<file path="src/hdl/bcl_pkg.sv">
// Package for the bus lock and cycle control block.
`default_nettype none
package bcl_pkg;

  // Transaction kinds requested by the core.
  typedef enum logic [2:0] {
    BCL_SINGLE,
    BCL_FP_READ64,
    BCL_FP_WRITE64,
    BCL_DESC_READ64,
    BCL_CODE_READ
  } bcl_kind_t;

  // One transaction request from the core side.
  typedef struct packed {
    bcl_kind_t kind;
    logic locked;
    logic lastLocked;
    logic isRead;
    logic [31:0] addr;
  } bcl_req_t;

  // The pin group: active-low strobe and locks, address, and one output enable.
  typedef struct packed {
    logic cycleStartStrobe_n;
    logic cycleLock_n;
    logic multiCycleLock_n;
    logic finalTransfer_n;
    logic [31:0] addr;
    logic pinEnable;
  } bcl_pins_t;

  localparam logic [2:0] BCL_CNT_QWORD = 3'h1;
  localparam logic [2:0] BCL_CNT_LINE = 3'h3;
  localparam logic [3:0] BCL_ADDR_STEP = 4'h4;
  localparam logic [2:0] BCL_CNT_ZERO = 3'h0;

endpackage
`default_nettype wire

</file>
<file path="src/hdl/bcl_bus_control.sv">
// Bus control: cycle start, lock, multi-cycle lock and hold arbitration.
//
// Contract
// - While the lock pin is asserted a bus hold is refused, address hold still honoured.
// - Lock asserts in the first clock of the first locked cycle and drops after the final one ends.
// - Lock, multi-cycle lock and cycle start are active low and undriven during bus hold.
// - A locked read is never turned into a cache line fill.
// - Multi-cycle lock stays active until the address of the final cycle has been driven.
// - Multi-cycle lock covers 64-bit float and descriptor accesses and 128-bit line fills.
// - Multi-cycle lock and final transfer are both inactive while idle, then complementary, except both active in 64-bit write first cycle.
// - Multi-cycle lock depends on the cacheable input, not on the byte size and half size inputs.
// - The cycle start strobe is asserted in the clock the address is driven.
// - Non-burst ready ends the current cycle.
// - Ready is ignored while idle and at the end of a cycle's first clock.
// - Ready still completes cycles while address hold is asserted.
`timescale 1ns/1ps
`default_nettype none

module bcl_bus_control (
  // Clock and reset.
  input wire logic clk,
  input wire logic resetn,
  // Core request side.
  input wire bcl_pkg::bcl_req_t req,
  input wire logic reqValid,
  output logic reqReady,
  output logic cycleDone,
  output logic lineFill,
  // System inputs.
  input wire logic ready_n,
  input wire logic cacheable_n,
  input wire logic size_byte_n,
  input wire logic size_half_n,
  input wire logic holdReq,
  input wire logic address_hold_req,
  // System outputs.
  output bcl_pkg::bcl_pins_t pins,
  output logic holdAck,
  output logic addrEnable
);

  typedef enum logic [1:0] {ST_IDLE, ST_FIRST, ST_WAIT, ST_HOLD} bcl_state_t;

  bcl_state_t state;
  bcl_pkg::bcl_req_t cur;
  logic [2:0] remaining;
  logic cycleLockOn;
  logic firstWrite;
  logic loadCnt;
  logic [2:0] loadVal;
  logic readyTaken;
  logic moreCycles;

  // Width of the transaction in extra 32-bit cycles.
  function automatic logic [2:0] extraCycles(bcl_pkg::bcl_kind_t k,
      logic locked, logic cache_n, logic b8_n, logic b16_n);
    logic [2:0] n;
    n = bcl_pkg::BCL_CNT_ZERO;
    if (k == bcl_pkg::BCL_FP_READ64 || k == bcl_pkg::BCL_FP_WRITE64 ||
        k == bcl_pkg::BCL_DESC_READ64) begin
      n = bcl_pkg::BCL_CNT_QWORD;
    end
    // A locked read never grows into a line fill.
    if (!locked && !cache_n && k != bcl_pkg::BCL_FP_WRITE64) begin
      n = bcl_pkg::BCL_CNT_LINE;
    end
    // Narrow ports only split the word; they do not add locked cycles here.
    if ((!b8_n || !b16_n) && n == bcl_pkg::BCL_CNT_ZERO) begin
      n = bcl_pkg::BCL_CNT_ZERO;
    end
    return n;
  endfunction

  // Ready is only seen after the first clock of a cycle.
  assign readyTaken = (state == ST_WAIT) && !ready_n;
  assign moreCycles = remaining != bcl_pkg::BCL_CNT_ZERO;
  assign loadVal = extraCycles(cur.kind, cur.locked, cacheable_n,
      size_byte_n, size_half_n);
  assign loadCnt = (state == ST_FIRST) && (cur.kind != bcl_pkg::BCL_SINGLE
      || !cacheable_n) && !firstWrite;

  bcl_count u_count (
    .clk(clk),
    .resetn(resetn),
    .load(loadCnt),
    .loadValue(loadVal),
    .step(readyTaken),
    .remaining(remaining)
  );

  always_ff @(posedge clk) begin
    if (!resetn) begin
      state <= ST_IDLE;
    end else begin
      unique case (state)
        ST_IDLE: begin
          // Hold is refused while a lock sequence is open.
          if (holdReq && !cycleLockOn) begin
            state <= ST_HOLD;
          end else if (reqValid) begin
            state <= ST_FIRST;
          end
        end
        ST_FIRST: state <= ST_WAIT;
        ST_WAIT: begin
          if (readyTaken) begin
            state <= moreCycles ? ST_FIRST : ST_IDLE;
          end
        end
        ST_HOLD: begin
          if (!holdReq) begin
            state <= ST_IDLE;
          end
        end
      endcase
    end
  end

  always_ff @(posedge clk) begin
    if (!resetn) begin
      cur <= '0;
      firstWrite <= 1'b0;
    end else if (state == ST_IDLE && !(holdReq && !cycleLockOn) && reqValid) begin
      cur <= req;
      firstWrite <= 1'b0;
    end else if (state == ST_WAIT && readyTaken && moreCycles) begin
      cur.addr <= cur.addr + {28'h0, bcl_pkg::BCL_ADDR_STEP};
      firstWrite <= 1'b1;
    end
  end

  // Lock stays on from the first locked cycle until ready ends the last one.
  always_ff @(posedge clk) begin
    if (!resetn) begin
      cycleLockOn <= 1'b0;
    end else if (state == ST_IDLE && reqValid && req.locked &&
                 !(holdReq && !cycleLockOn)) begin
      cycleLockOn <= 1'b1;
    end else if (readyTaken && !moreCycles && cur.lastLocked) begin
      cycleLockOn <= 1'b0;
    end
  end

  logic nextFirst;
  logic lastAddr;
  assign nextFirst = (state == ST_IDLE && reqValid && !(holdReq && !cycleLockOn))
      || (state == ST_WAIT && readyTaken && moreCycles);
  // Final address is the one driven when no further cycle remains.
  assign lastAddr = (state == ST_WAIT && readyTaken && remaining == 3'h1);

  always_ff @(posedge clk) begin
    if (!resetn) begin
      pins.cycleStartStrobe_n <= 1'b1;
      pins.cycleLock_n <= 1'b1;
      pins.multiCycleLock_n <= 1'b1;
      pins.finalTransfer_n <= 1'b1;
      pins.addr <= '0;
      pins.pinEnable <= 1'b1;
      holdAck <= 1'b0;
      addrEnable <= 1'b1;
    end else begin
      pins.cycleStartStrobe_n <= !nextFirst;
      // The address holds for the whole cycle, not only its first clock.
      if (nextFirst) begin
        pins.addr <= (state == ST_IDLE) ? req.addr
            : cur.addr + {28'h0, bcl_pkg::BCL_ADDR_STEP};
      end
      // Lock drops at the edge that ends the last locked cycle.
      pins.cycleLock_n <= !((cycleLockOn &&
          !(readyTaken && !moreCycles && cur.lastLocked)) ||
          (state == ST_IDLE && reqValid && req.locked &&
          !(holdReq && !cycleLockOn)));
      if (state == ST_FIRST && !firstWrite) begin
        // Both active only in the first cycle of a 64-bit write.
        pins.multiCycleLock_n <= !(loadVal != bcl_pkg::BCL_CNT_ZERO);
        pins.finalTransfer_n <= (cur.kind == bcl_pkg::BCL_FP_WRITE64 &&
            !firstWrite) ? 1'b0 : (loadVal != bcl_pkg::BCL_CNT_ZERO);
      end else if (state == ST_FIRST) begin
        // Follow-on cycles take their lock from the cycles still owed.
        pins.multiCycleLock_n <= !moreCycles;
        pins.finalTransfer_n <= moreCycles;
      end else if (lastAddr) begin
        pins.multiCycleLock_n <= 1'b1;
        pins.finalTransfer_n <= 1'b0;
      end else if (state == ST_IDLE) begin
        pins.multiCycleLock_n <= 1'b1;
        pins.finalTransfer_n <= 1'b1;
      end
      pins.pinEnable <= !(state == ST_HOLD ||
          (state == ST_IDLE && holdReq && !cycleLockOn));
      holdAck <= (state == ST_IDLE && holdReq && !cycleLockOn)
          || (state == ST_HOLD && holdReq);
      addrEnable <= !address_hold_req;
    end
  end

  always_ff @(posedge clk) begin
    if (!resetn) begin
      reqReady <= 1'b0;
      cycleDone <= 1'b0;
      lineFill <= 1'b0;
    end else begin
      reqReady <= state == ST_IDLE && reqValid && !(holdReq && !cycleLockOn);
      cycleDone <= readyTaken;
      lineFill <= loadCnt && loadVal == bcl_pkg::BCL_CNT_LINE;
    end
  end

  // Assertions.
  property p_hold_refused;
    @(posedge clk) disable iff (!resetn)
      cycleLockOn |-> ##1 !holdAck || $past(holdAck);
  endproperty
  a_hold_refused: assert property (p_hold_refused)
    else $error("Hold granted while locked.");

  property p_float_in_hold;
    @(posedge clk) disable iff (!resetn)
      holdAck |-> !pins.pinEnable;
  endproperty
  a_float_in_hold: assert property (p_float_in_hold)
    else $error("Pins driven during hold.");

  property p_no_locked_fill;
    @(posedge clk) disable iff (!resetn)
      (state == ST_FIRST && cur.locked) |-> loadVal != bcl_pkg::BCL_CNT_LINE;
  endproperty
  a_no_locked_fill: assert property (p_no_locked_fill)
    else $error("Locked read became a line fill.");

  property p_idle_ready;
    @(posedge clk) disable iff (!resetn)
      (state != ST_WAIT && !ready_n) |=> !cycleDone;
  endproperty
  a_idle_ready: assert property (p_idle_ready)
    else $error("Ready taken outside wait.");

  property p_strobe;
    @(posedge clk) disable iff (!resetn)
      !pins.cycleStartStrobe_n |-> state == ST_FIRST;
  endproperty
  a_strobe: assert property (p_strobe)
    else $error("Strobe without a started cycle.");

  property p_lock_drop;
    @(posedge clk) disable iff (!resetn)
      (readyTaken && !moreCycles && cur.lastLocked) |=>
          !cycleLockOn && pins.cycleLock_n;
  endproperty
  a_lock_drop: assert property (p_lock_drop)
    else $error("Lock held after last locked cycle.");

  property p_done;
    @(posedge clk) disable iff (!resetn)
      readyTaken |=> cycleDone;
  endproperty
  a_done: assert property (p_done)
    else $error("Ready did not complete the cycle.");

  property p_first_ignored;
    @(posedge clk) disable iff (!resetn)
      state == ST_FIRST |=> state == ST_WAIT;
  endproperty
  a_first_ignored: assert property (p_first_ignored)
    else $error("Cycle ended at first clock.");

  c_line: cover property (@(posedge clk) disable iff (!resetn) lineFill);
  c_hold: cover property (@(posedge clk) disable iff (!resetn) holdAck);
  c_lock: cover property (@(posedge clk) disable iff (!resetn)
      !pins.cycleLock_n ##1 pins.cycleLock_n);

endmodule
`default_nettype wire

</file>
<file path="src/hdl/bcl_count.sv">
// Cycle counter: how many 32-bit bus cycles remain after the current one.
`timescale 1ns/1ps
`default_nettype none

module bcl_count (
  // Clock and reset.
  input wire logic clk,
  input wire logic resetn,
  // Control.
  input wire logic load,
  input wire logic [2:0] loadValue,
  input wire logic step,
  // State.
  output logic [2:0] remaining
);

  always_ff @(posedge clk) begin
    if (!resetn) begin
      remaining <= bcl_pkg::BCL_CNT_ZERO;
    end else if (load) begin
      remaining <= loadValue;
    end else if (step && remaining != bcl_pkg::BCL_CNT_ZERO) begin
      remaining <= remaining - 3'h1;
    end
  end

endmodule
`default_nettype wire

</file>
<file path="config.mk">
export PLATFORM = sky130hd
export DESIGN_NAME = bcl_bus_control
export DESIGN_NICKNAME = d
export VERILOG_FILES = /design/src/hdl/bcl_pkg.sv /design/src/hdl/bcl_bus_control.sv /design/src/hdl/bcl_count.sv
export SDC_FILE = /design/constraint.sdc
export NUM_CORES = 1
export LEC_CHECK = 0
export BUFFER_PORTS_ARGS = -buffer_cell sky130_fd_sc_hd__buf_2
export CAP_MARGIN = 20
export CORE_MARGIN = 3
export CORE_UTILIZATION = 45
export DETAILED_ROUTE_END_ITERATION = 8
export HOLD_SLACK_MARGIN = 0.15
export PLACE_DENSITY = 0.69
export SYNTH_ARGS = -nofsm -noshare
export SYNTH_HDL_FRONTEND = slang
export SYNTH_HIERARCHICAL = 1
export SYNTH_SLANG_ARGS = --single-unit
</file>
<file path="constraint.sdc">
create_clock -name clk -period 2.14 [get_ports clk]
set_input_delay 0.107 -clock clk [delete_from_list [all_inputs] [get_ports clk]]
set_output_delay 0.107 -clock clk [all_outputs]
set_load 0.1 [all_outputs]
</file>
==> metrics.md, run 1 <==
| Metric | Value |
|---|---|
| Worst Path Buf+Inv | 0 |
| Synthesized cell area | approximately 0.0044 mm2 |
| Count of final setup violators | 0 |
| Die area | ~0.011 mm2 |
| Crit. End Element | flip-flop |
| Antenna viol nets, final | 0 |
| Core Area | slightly above 0.009 mm2 |
| Die width | around 100 um |
| Clock transition at path regs | approximately 0.09 ns |
| Largest net degree at the start of global routing | between 40 and 50 |
| Slew Viols, Final | 0 |
| CP max-delay cell | dfxtp_1 |
| Hold Path Origin | req[14] |
| TritonCTS clock tree | yes |
| Number of nets in the layout | between 700 and 800 |
| Final TNS setup | 0 ns |
| Gpl congestion | roughly 0.93 |
| Critical Path Source | cur[15] |
| Mean Syn Cell Area | between 8 and 9 um2 |
| Cell row count | 35 |
| Post-synthesis sequential area ratio | 39.34% |
| # DRC | 0 |
| RSZ-0062 raised after global routing | false |
| Worst setup SP type | flip-flop |
| Max Root-Sink Buffers | 2 |
| Crit path kind | reg -> reg |
| PwrDens | about 840 mW/mm2 |
| Synth area leader | dfxtp_1 |
| CP Cell Sequence | nand4_2, nor2_2, nand4_1, or3b_1, a32o_1 |
| Initial antenna violation count | 0 |
| Initial DRC count | about 330 |
| Gr usage total | between 20% and 30% |
| Final WL | about 13000 um |
| Worst Hold Class | in -> reg |
| Max IR drop VDD | ~0.00037 V |
| Antenna Cells | 0 |
| CTS sink cnt | 86 |
| Area grow syn2layout | 29.22% |
| # fillers | approximately 860 |
| First-pass GRT wire length | 20690 um |
| Starting Density | a little under half |
| Final hold violations | 0 |
| Gr ovfl total | 0 |
| First drt pass iteration count | 7 |
| Syn nets | between 500 and 600 |
| Worst path required time | approximately 2.4 ns |
| Worst Path Max Fanout | 7 |
| Largest stage delay on the critical path | roughly 0.47 ns |
| Wire length per cell | 15.79 um |
| Via count | approximately 4400 |
| Setup WS pre-CTS | ~0.10 ns |
| Inserted Clock Buffers | 9 |
| Synth area leaders | dfxtp_1, nand2_1, xor2_1 |
| Fmax | a little over 0.5 GHz |
| IO buf count | 85 |
| Synth async-reset ratio | 0% |
| Root buf cell | clkbuf_8 |
| Netlist cell types | 60 |
| Worst flop-to-flop path startpoint | cur[15] |
| Crit path max-delay family | simple AND/OR/NAND/NOR gates |
| Post-synth EDFFs | 0 |
| Clock skew | 0.01787 ns |
| Setup ws final | roughly 0.18 ns |
| Fin crit period | between 1.5 and 2 ns |
| Worst-margin pin slew | between 0.5 and 0.6 ns |
| Ys Warns | 6 |
| Worst-Skew Late Latency | between 0.3 and 0.4 ns |
| FF/Latch Area | about 0.0017 mm2 |
| Syn Inst Count | ~530 |
| Detailed Place HPWL | 8952 um |
| Vias in the first global route | about 4300 |
| Pleak | around 2.3 nW |
| Area share of the largest cell type after synthesis | 39.34% |
| # IOs | a little under 90 |
| Fin crit share | roughly nine tenths |
| Multi-input gate area | ~0.0024 mm2 |
| CP arrival | 2.21 ns |
| Max-Slew Margin vs Limit | between 60% and 70% |
| Die Y | between 100 and 150 um |
| #FFs+latches synth | 86 |
| Status | complete, no violations |
| Ys flop type | dfxtp_1 |
| Total of max-cap violations | 0 |
| Vias/cell | roughly 5.5 |
| Layout cells sized above 1 | between 20 and 25% |
| H-tree depth | 3 |
[sequential cells by signal (all words and copies together) (netlist names)]
| name | flops |
|---|---|
| firstWrite | 1 |
| holdAck | 1 |
| u_count/remaining | 3 |
| lineFill | 1 |
| cycleDone | 1 |
| state | 2 |
| cur | 37 |
| pins | 37 |
| reqReady | 1 |
| addrEnable | 1 |
| cycleLockOn | 1 |
[layout by cell type (no fill, tap or decap), types with 4 or more instances in the layout]
master         count
mux2i_1            6
dlygate4sd3_1     36
nand3_1           29
xnor2_1           10
and3_1             9
o22ai_1            8
a22o_1             4
nor2_1            37
nand4_1           19
o21ai_0           35
a21oi_1           32
clkbuf_8          10
a31oi_1            9
nand4_2            4
nand2_1           62
a22oi_1            6
nor2_2             4
o31ai_1            8
xor2_1            24
nor4_1            10
a211oi_1          10
buf_2             85
dfxtp_1           86
a21o_1             9
buf_4             36
nor3_1             6
inv_1             13
[synth_stat cells (3+ instances only)]
cell / number
a211oi_1: 10
a21o_1: 9
a21oi_1: 32
a22o_1: 4
a22oi_1: 6
a31o_2: 3
a31oi_1: 9
and2_1: 4
and3_1: 9
buf_2: 17
clkbuf_1: 16
dfxtp_1: 86
ha_1: 3
inv_1: 13
mux2i_1: 6
nand2_1: 63
nand3_1: 29
nand4_1: 19
nand4_2: 4
nor2_1: 38
nor2_2: 3
nor3_1: 6
nor4_1: 11
o211ai_1: 3
o21ai_0: 35
o22ai_1: 8
o2bb2ai_1: 3
o31a_1: 3
o31ai_1: 8
or3_1: 3
xnor2_1: 10
xor2_1: 24
[power by group]
group	switching [mW]	total, mW	internal [mW]
Sequential	0.151	1.92	1.77
Clock	0.627	1.21	0.580
Combinational	1.13	1.61	0.478
[area by class of cell]
cell class | instances | share of cell area, %
inverter | 15 | 1.062
timing repair buffer | 157 | 18.67
tap | 129 | 2.854
multi-input combinational | 396 | 43.30
clock inverter | 6 | 1.239
sequential | 86 | 30.44
clock buffer | 10 | 2.434
[metrics by stage]
stage               instance area, um2  instances  hold WS [ns]  utilization [%]  power (mW)
finish                            5655        799        0.1740            60.63       4.736
global route                      5655        799        0.1979            60.63       4.949
CTS                               5608        796        0.1638            60.12       4.739
detailed placement                5040        744        0.2715            54.03       3.492
global placement                  5040        744        0.2694            54.03       3.458
floorplan                         4377        533        0.1689                -       3.132
[tightest hold or removal path: stages]
cell and delay [ns]:
buf_2 0.10, o21ai_0 0.21, a211oi_1 0.07
[path summary, 6_finish.rpt]
check                                end  slack, ns  depth (start not counted)
worst max-delay path            pins[26]       0.18                          5
worst max register to register  pins[26]       0.18                          5
worst min-delay path            pins[15]       0.17                          3
worst min register to register    cur[1]       0.46                          2
[per-layer routing]
| metal | track usage (%) | part of all wire (%) | vias up |
|---|---|---|---|
| li1 | - | - | 2200 |
| met1 | 29.77 | 45 | 2072 |
| met2 | 38.05 | 48 | 144 |
| met3 | 3.644 | 5.1 | 18 |
| met4 | 7.498 | 1.8 | 0 |
| met5 | 0 | 0 | - |
[kinds of logic after synthesis]
kind of cell             after synthesis  share of synthesized area, %
AND/OR/NAND/NOR                      202                         23.93
AO/OA/AOI/OAI                        149                         22.16
flip-flops                            86                         39.34
buffers and inverters                 51                         5.203
XOR/XNOR                              34                         6.804
multiplexers                           7                         1.630
adder cells (fa/ha/maj)                3                        0.8577
other                                  1                       0.08568
[repair_timing]
action,in CTS,in global routing
gates resized for setup,0,6
setup endpoints to repair,0,27
endpoints found under the hold margin,62,0
hold buffers,36,0
setup buffers,0,3
Note: power is estimated with default switching activity, not from simulation.
==> run 2: changes to the inputs <==
==> constraint.sdc (replaced) <==
create_clock -name clk -period 2.2 [get_ports clk]
set_input_delay 0.11 -clock clk [delete_from_list [all_inputs] [get_ports clk]]
set_output_delay 0.11 -clock clk [all_outputs]
set_load 0.1 [all_outputs]
==> metrics.md, run 2 (same netlist as run 1, synthesis figures left out) <==
| Metric | Value |
|---|---|
| Final hold violations | 0 (unchanged) |
| Pleak | 2.285 nW (-1.6%) |
| Gr usage total | 22.95% (+0.27 points) |
| RSZ-0062 raised after global routing | false |
| Worst-Skew Late Latency | 0.37 ns (about the same) |
| Clock skew | 0.009802 ns (-0.008064 ns) |
| Wire length per cell | 15.77 um (-0.11%) |
| Vias/cell | 5.565 (+0.29%) |
| Clk pwr share | 25.5% (about the same) |
| First drt pass iteration count | 6 (-1) |
| Fmax | 0.4839 GHz (-5.0%) |
| Antenna viol nets, final | 0 (unchanged) |
| Core Area | 0.009328 mm2 (unchanged) |
| Antenna Cells | 0 (unchanged) |
| Crit path kind | reg -> reg |
| TritonCTS clock tree | yes |
| Count of final setup violators | 0 (unchanged) |
| NetSw | 1.863 mW (-2.5%) |
| Vias in the first global route | 4264 (-1.2%) |
| Commonest non-fill, non-tap cells in the layout | dfxtp_1, buf_2, nand2_1 |
| Initial antenna violation count | 0 (unchanged) |
| Most common cell after layout, fill and taps aside | dfxtp_1 |
| Largest net degree at the start of global routing | 44 (unchanged) |
| Area grow syn2layout | 28.39% |
| Die width | 104.6 um (unchanged) |
| Worst Path Buf+Inv | 1 (+1) |
| Crit. End Element | flip-flop |
| First-pass GRT wire length | 20670 um (-0.10%) |
| Die Y | 104.6 um (unchanged) |
| Initial DRC count | 348 (+6.7%) |
| Hold path cells | 3 (unchanged) |
| Placed Cells | 740 (-0.54%) |
| Status | complete, no violations |
| Sequential Power Share | 40.6% (about the same) |
| Max IR drop VDD | 0.0005070 V (+37%) |
| Largest stage delay on the critical path | 0.44 ns (-0.03 ns) |
| H-tree depth | 3 (unchanged) |
| Sw Ratio | 40.46% (+0.11 points) |
| Largest regs | cur x37, pins x37, u_count/remaining x3 |
| Final Non-Filler Cells | 794 (-0.63%) |
| Detailed Place HPWL | 8655 um (-3.3%) |
| Cell row count | 35 (unchanged) |
| # IOs | 89 (unchanged) |
| Fin crit period | 2.067 ns (+0.1029 ns) |
| Comb power frac | 33.9% (about the same) |
| PwrDens | 819.3 mW/mm2 (-2.2%) |
| Root buf cell | clkbuf_8 |
| IO buf count | 85 (unchanged) |
| Layout cells sized above 1 | 23.01% (-1.0 points) |
| Worst setup SP type | flip-flop |
| Worst path required time | 2.49 ns (+0.10 ns) |
| Gpl congestion | 0.9112 (-2.3%) |
| CTS sink cnt | 86 (unchanged) |
| Worst Hold Class | in -> reg |
| Die area | 0.01095 mm2 (unchanged) |
| Fin crit share | 93.94% (+2.2 points) |
| Slew Viols, Final | 0 (unchanged) |
| Final WL | 12520 um (-0.74%) |
| Reg2Reg Depth | 7 (+2) |
| WP depth | 7 (+2) |
| Crit path max-delay family | simple AND/OR/NAND/NOR gates |
| Inserted Clock Buffers | 9 (unchanged) |
| Gr ovfl total | 0 (unchanged) |
| Max Root-Sink Buffers | 2 (unchanged) |
| Total of max-cap violations | 0 (unchanged) |
| Worst-margin pin slew | 0.6134 ns (+0.1021 ns) |
| CP Cell Sequence | ha_1, nand4_2, nor4_2, buf_4, nand3_1, xor2_1, a211oi_2 |
| Clock transition at path regs | 0.09 ns (about the same) |
| Worst Path Max Fanout | 10 (+3) |
| Max-Slew Margin vs Limit | 58.73% (-6.9 points) |
| # DRC | 0 (unchanged) |
| Starting Density | 46.92% (unchanged) |
| CP max-delay cell | nor4_2 |
| Power Internal | 2.741 mW (-3.0%) |
| Number of nets in the layout | 710 (-0.70%) |
| CP arrival | 2.35 ns (+0.14 ns) |
| Via count | 4419 (-0.34%) |
| Final TNS setup | 0 ns (unchanged) |
[run 2: changes by cell type in the layout (fill, tap and decap cells not counted), sizes merged]
cell         before  now
clkinv            3    2
clkinvlp          3    4
buf             121  117
dlygate4sd3      36   35
[run 2: area by class of cell]
type                    count  area (um2)
clock inverters             6       70.07
repair buffers            152        1041
clock buffers              10       137.6
fillers                   838        3709
well taps                 129       161.4
multi-input cells         396        2427
inverters                  15       60.06
flip-flops and latches     86        1722
[run 2: power by group through the flow]
stage	registers, mW	clock network [mW]	logic, mW
6_report	1.87	1.17	1.56
3_3_place_gp	1.89	0	1.47
2_1_floorplan	2.41	0	0.641
5_1_grt	1.89	1.24	1.68
3_5_place_dp	1.90	0	1.49
4_1_cts	1.87	1.19	1.55
[run 2: final timing paths]
path,slack (ns),startpoint,end
setup / recovery,0.13,cur[3],pins[23]
hold / removal,0.17,resetn,cur[0]
setup reg to reg,0.13,cur[3],pins[23]
hold reg to reg,0.45,pins[9],pins[9]
[run 2: worst register-to-register path: stages, from the launching register on]
cell,delay [ns]
dfxtp_1,0.42
ha_1,0.24
nand4_2,0.14
nor4_2,0.44
buf_4,0.26
nand3_1,0.11
xor2_1,0.18
a211oi_2,0.21
[run 2: routing by layer]
layer | global-route usage (%) | share of wire, %
met3 | 3.582 | 5.0
met5 | 0 | 0
met1 | 30.37 | 45
met2 | 38.70 | 48
met4 | 6.842 | 1.6
[run 2: repair_timing]
action,CTS,global route
hold endpoints to repair,60,0
hold buffers,35,0
setup endpoints to repair,0,8
resized for setup,0,1
setup buffers,0,3
[run 2: through the flow]
stage / total power, mW / hold slack, ns / setup WS [ns] / util (%) / cell area, um2
after floorplan: 3.046 / 0.1719 / 0.2554 / - / 4377
after detailed placement: 3.397 / 0.2841 / 0.1726 / 53.98 / 5035
final: 4.604 / 0.1676 / 0.1333 / 60.24 / 5619
after CTS: 4.603 / 0.1642 / 0.1317 / 59.96 / 5593
after global placement: 3.368 / 0.2716 / 0.2479 / 53.98 / 5035
after global routing: 4.816 / 0.1927 / 0.0009948 / 60.24 / 5619
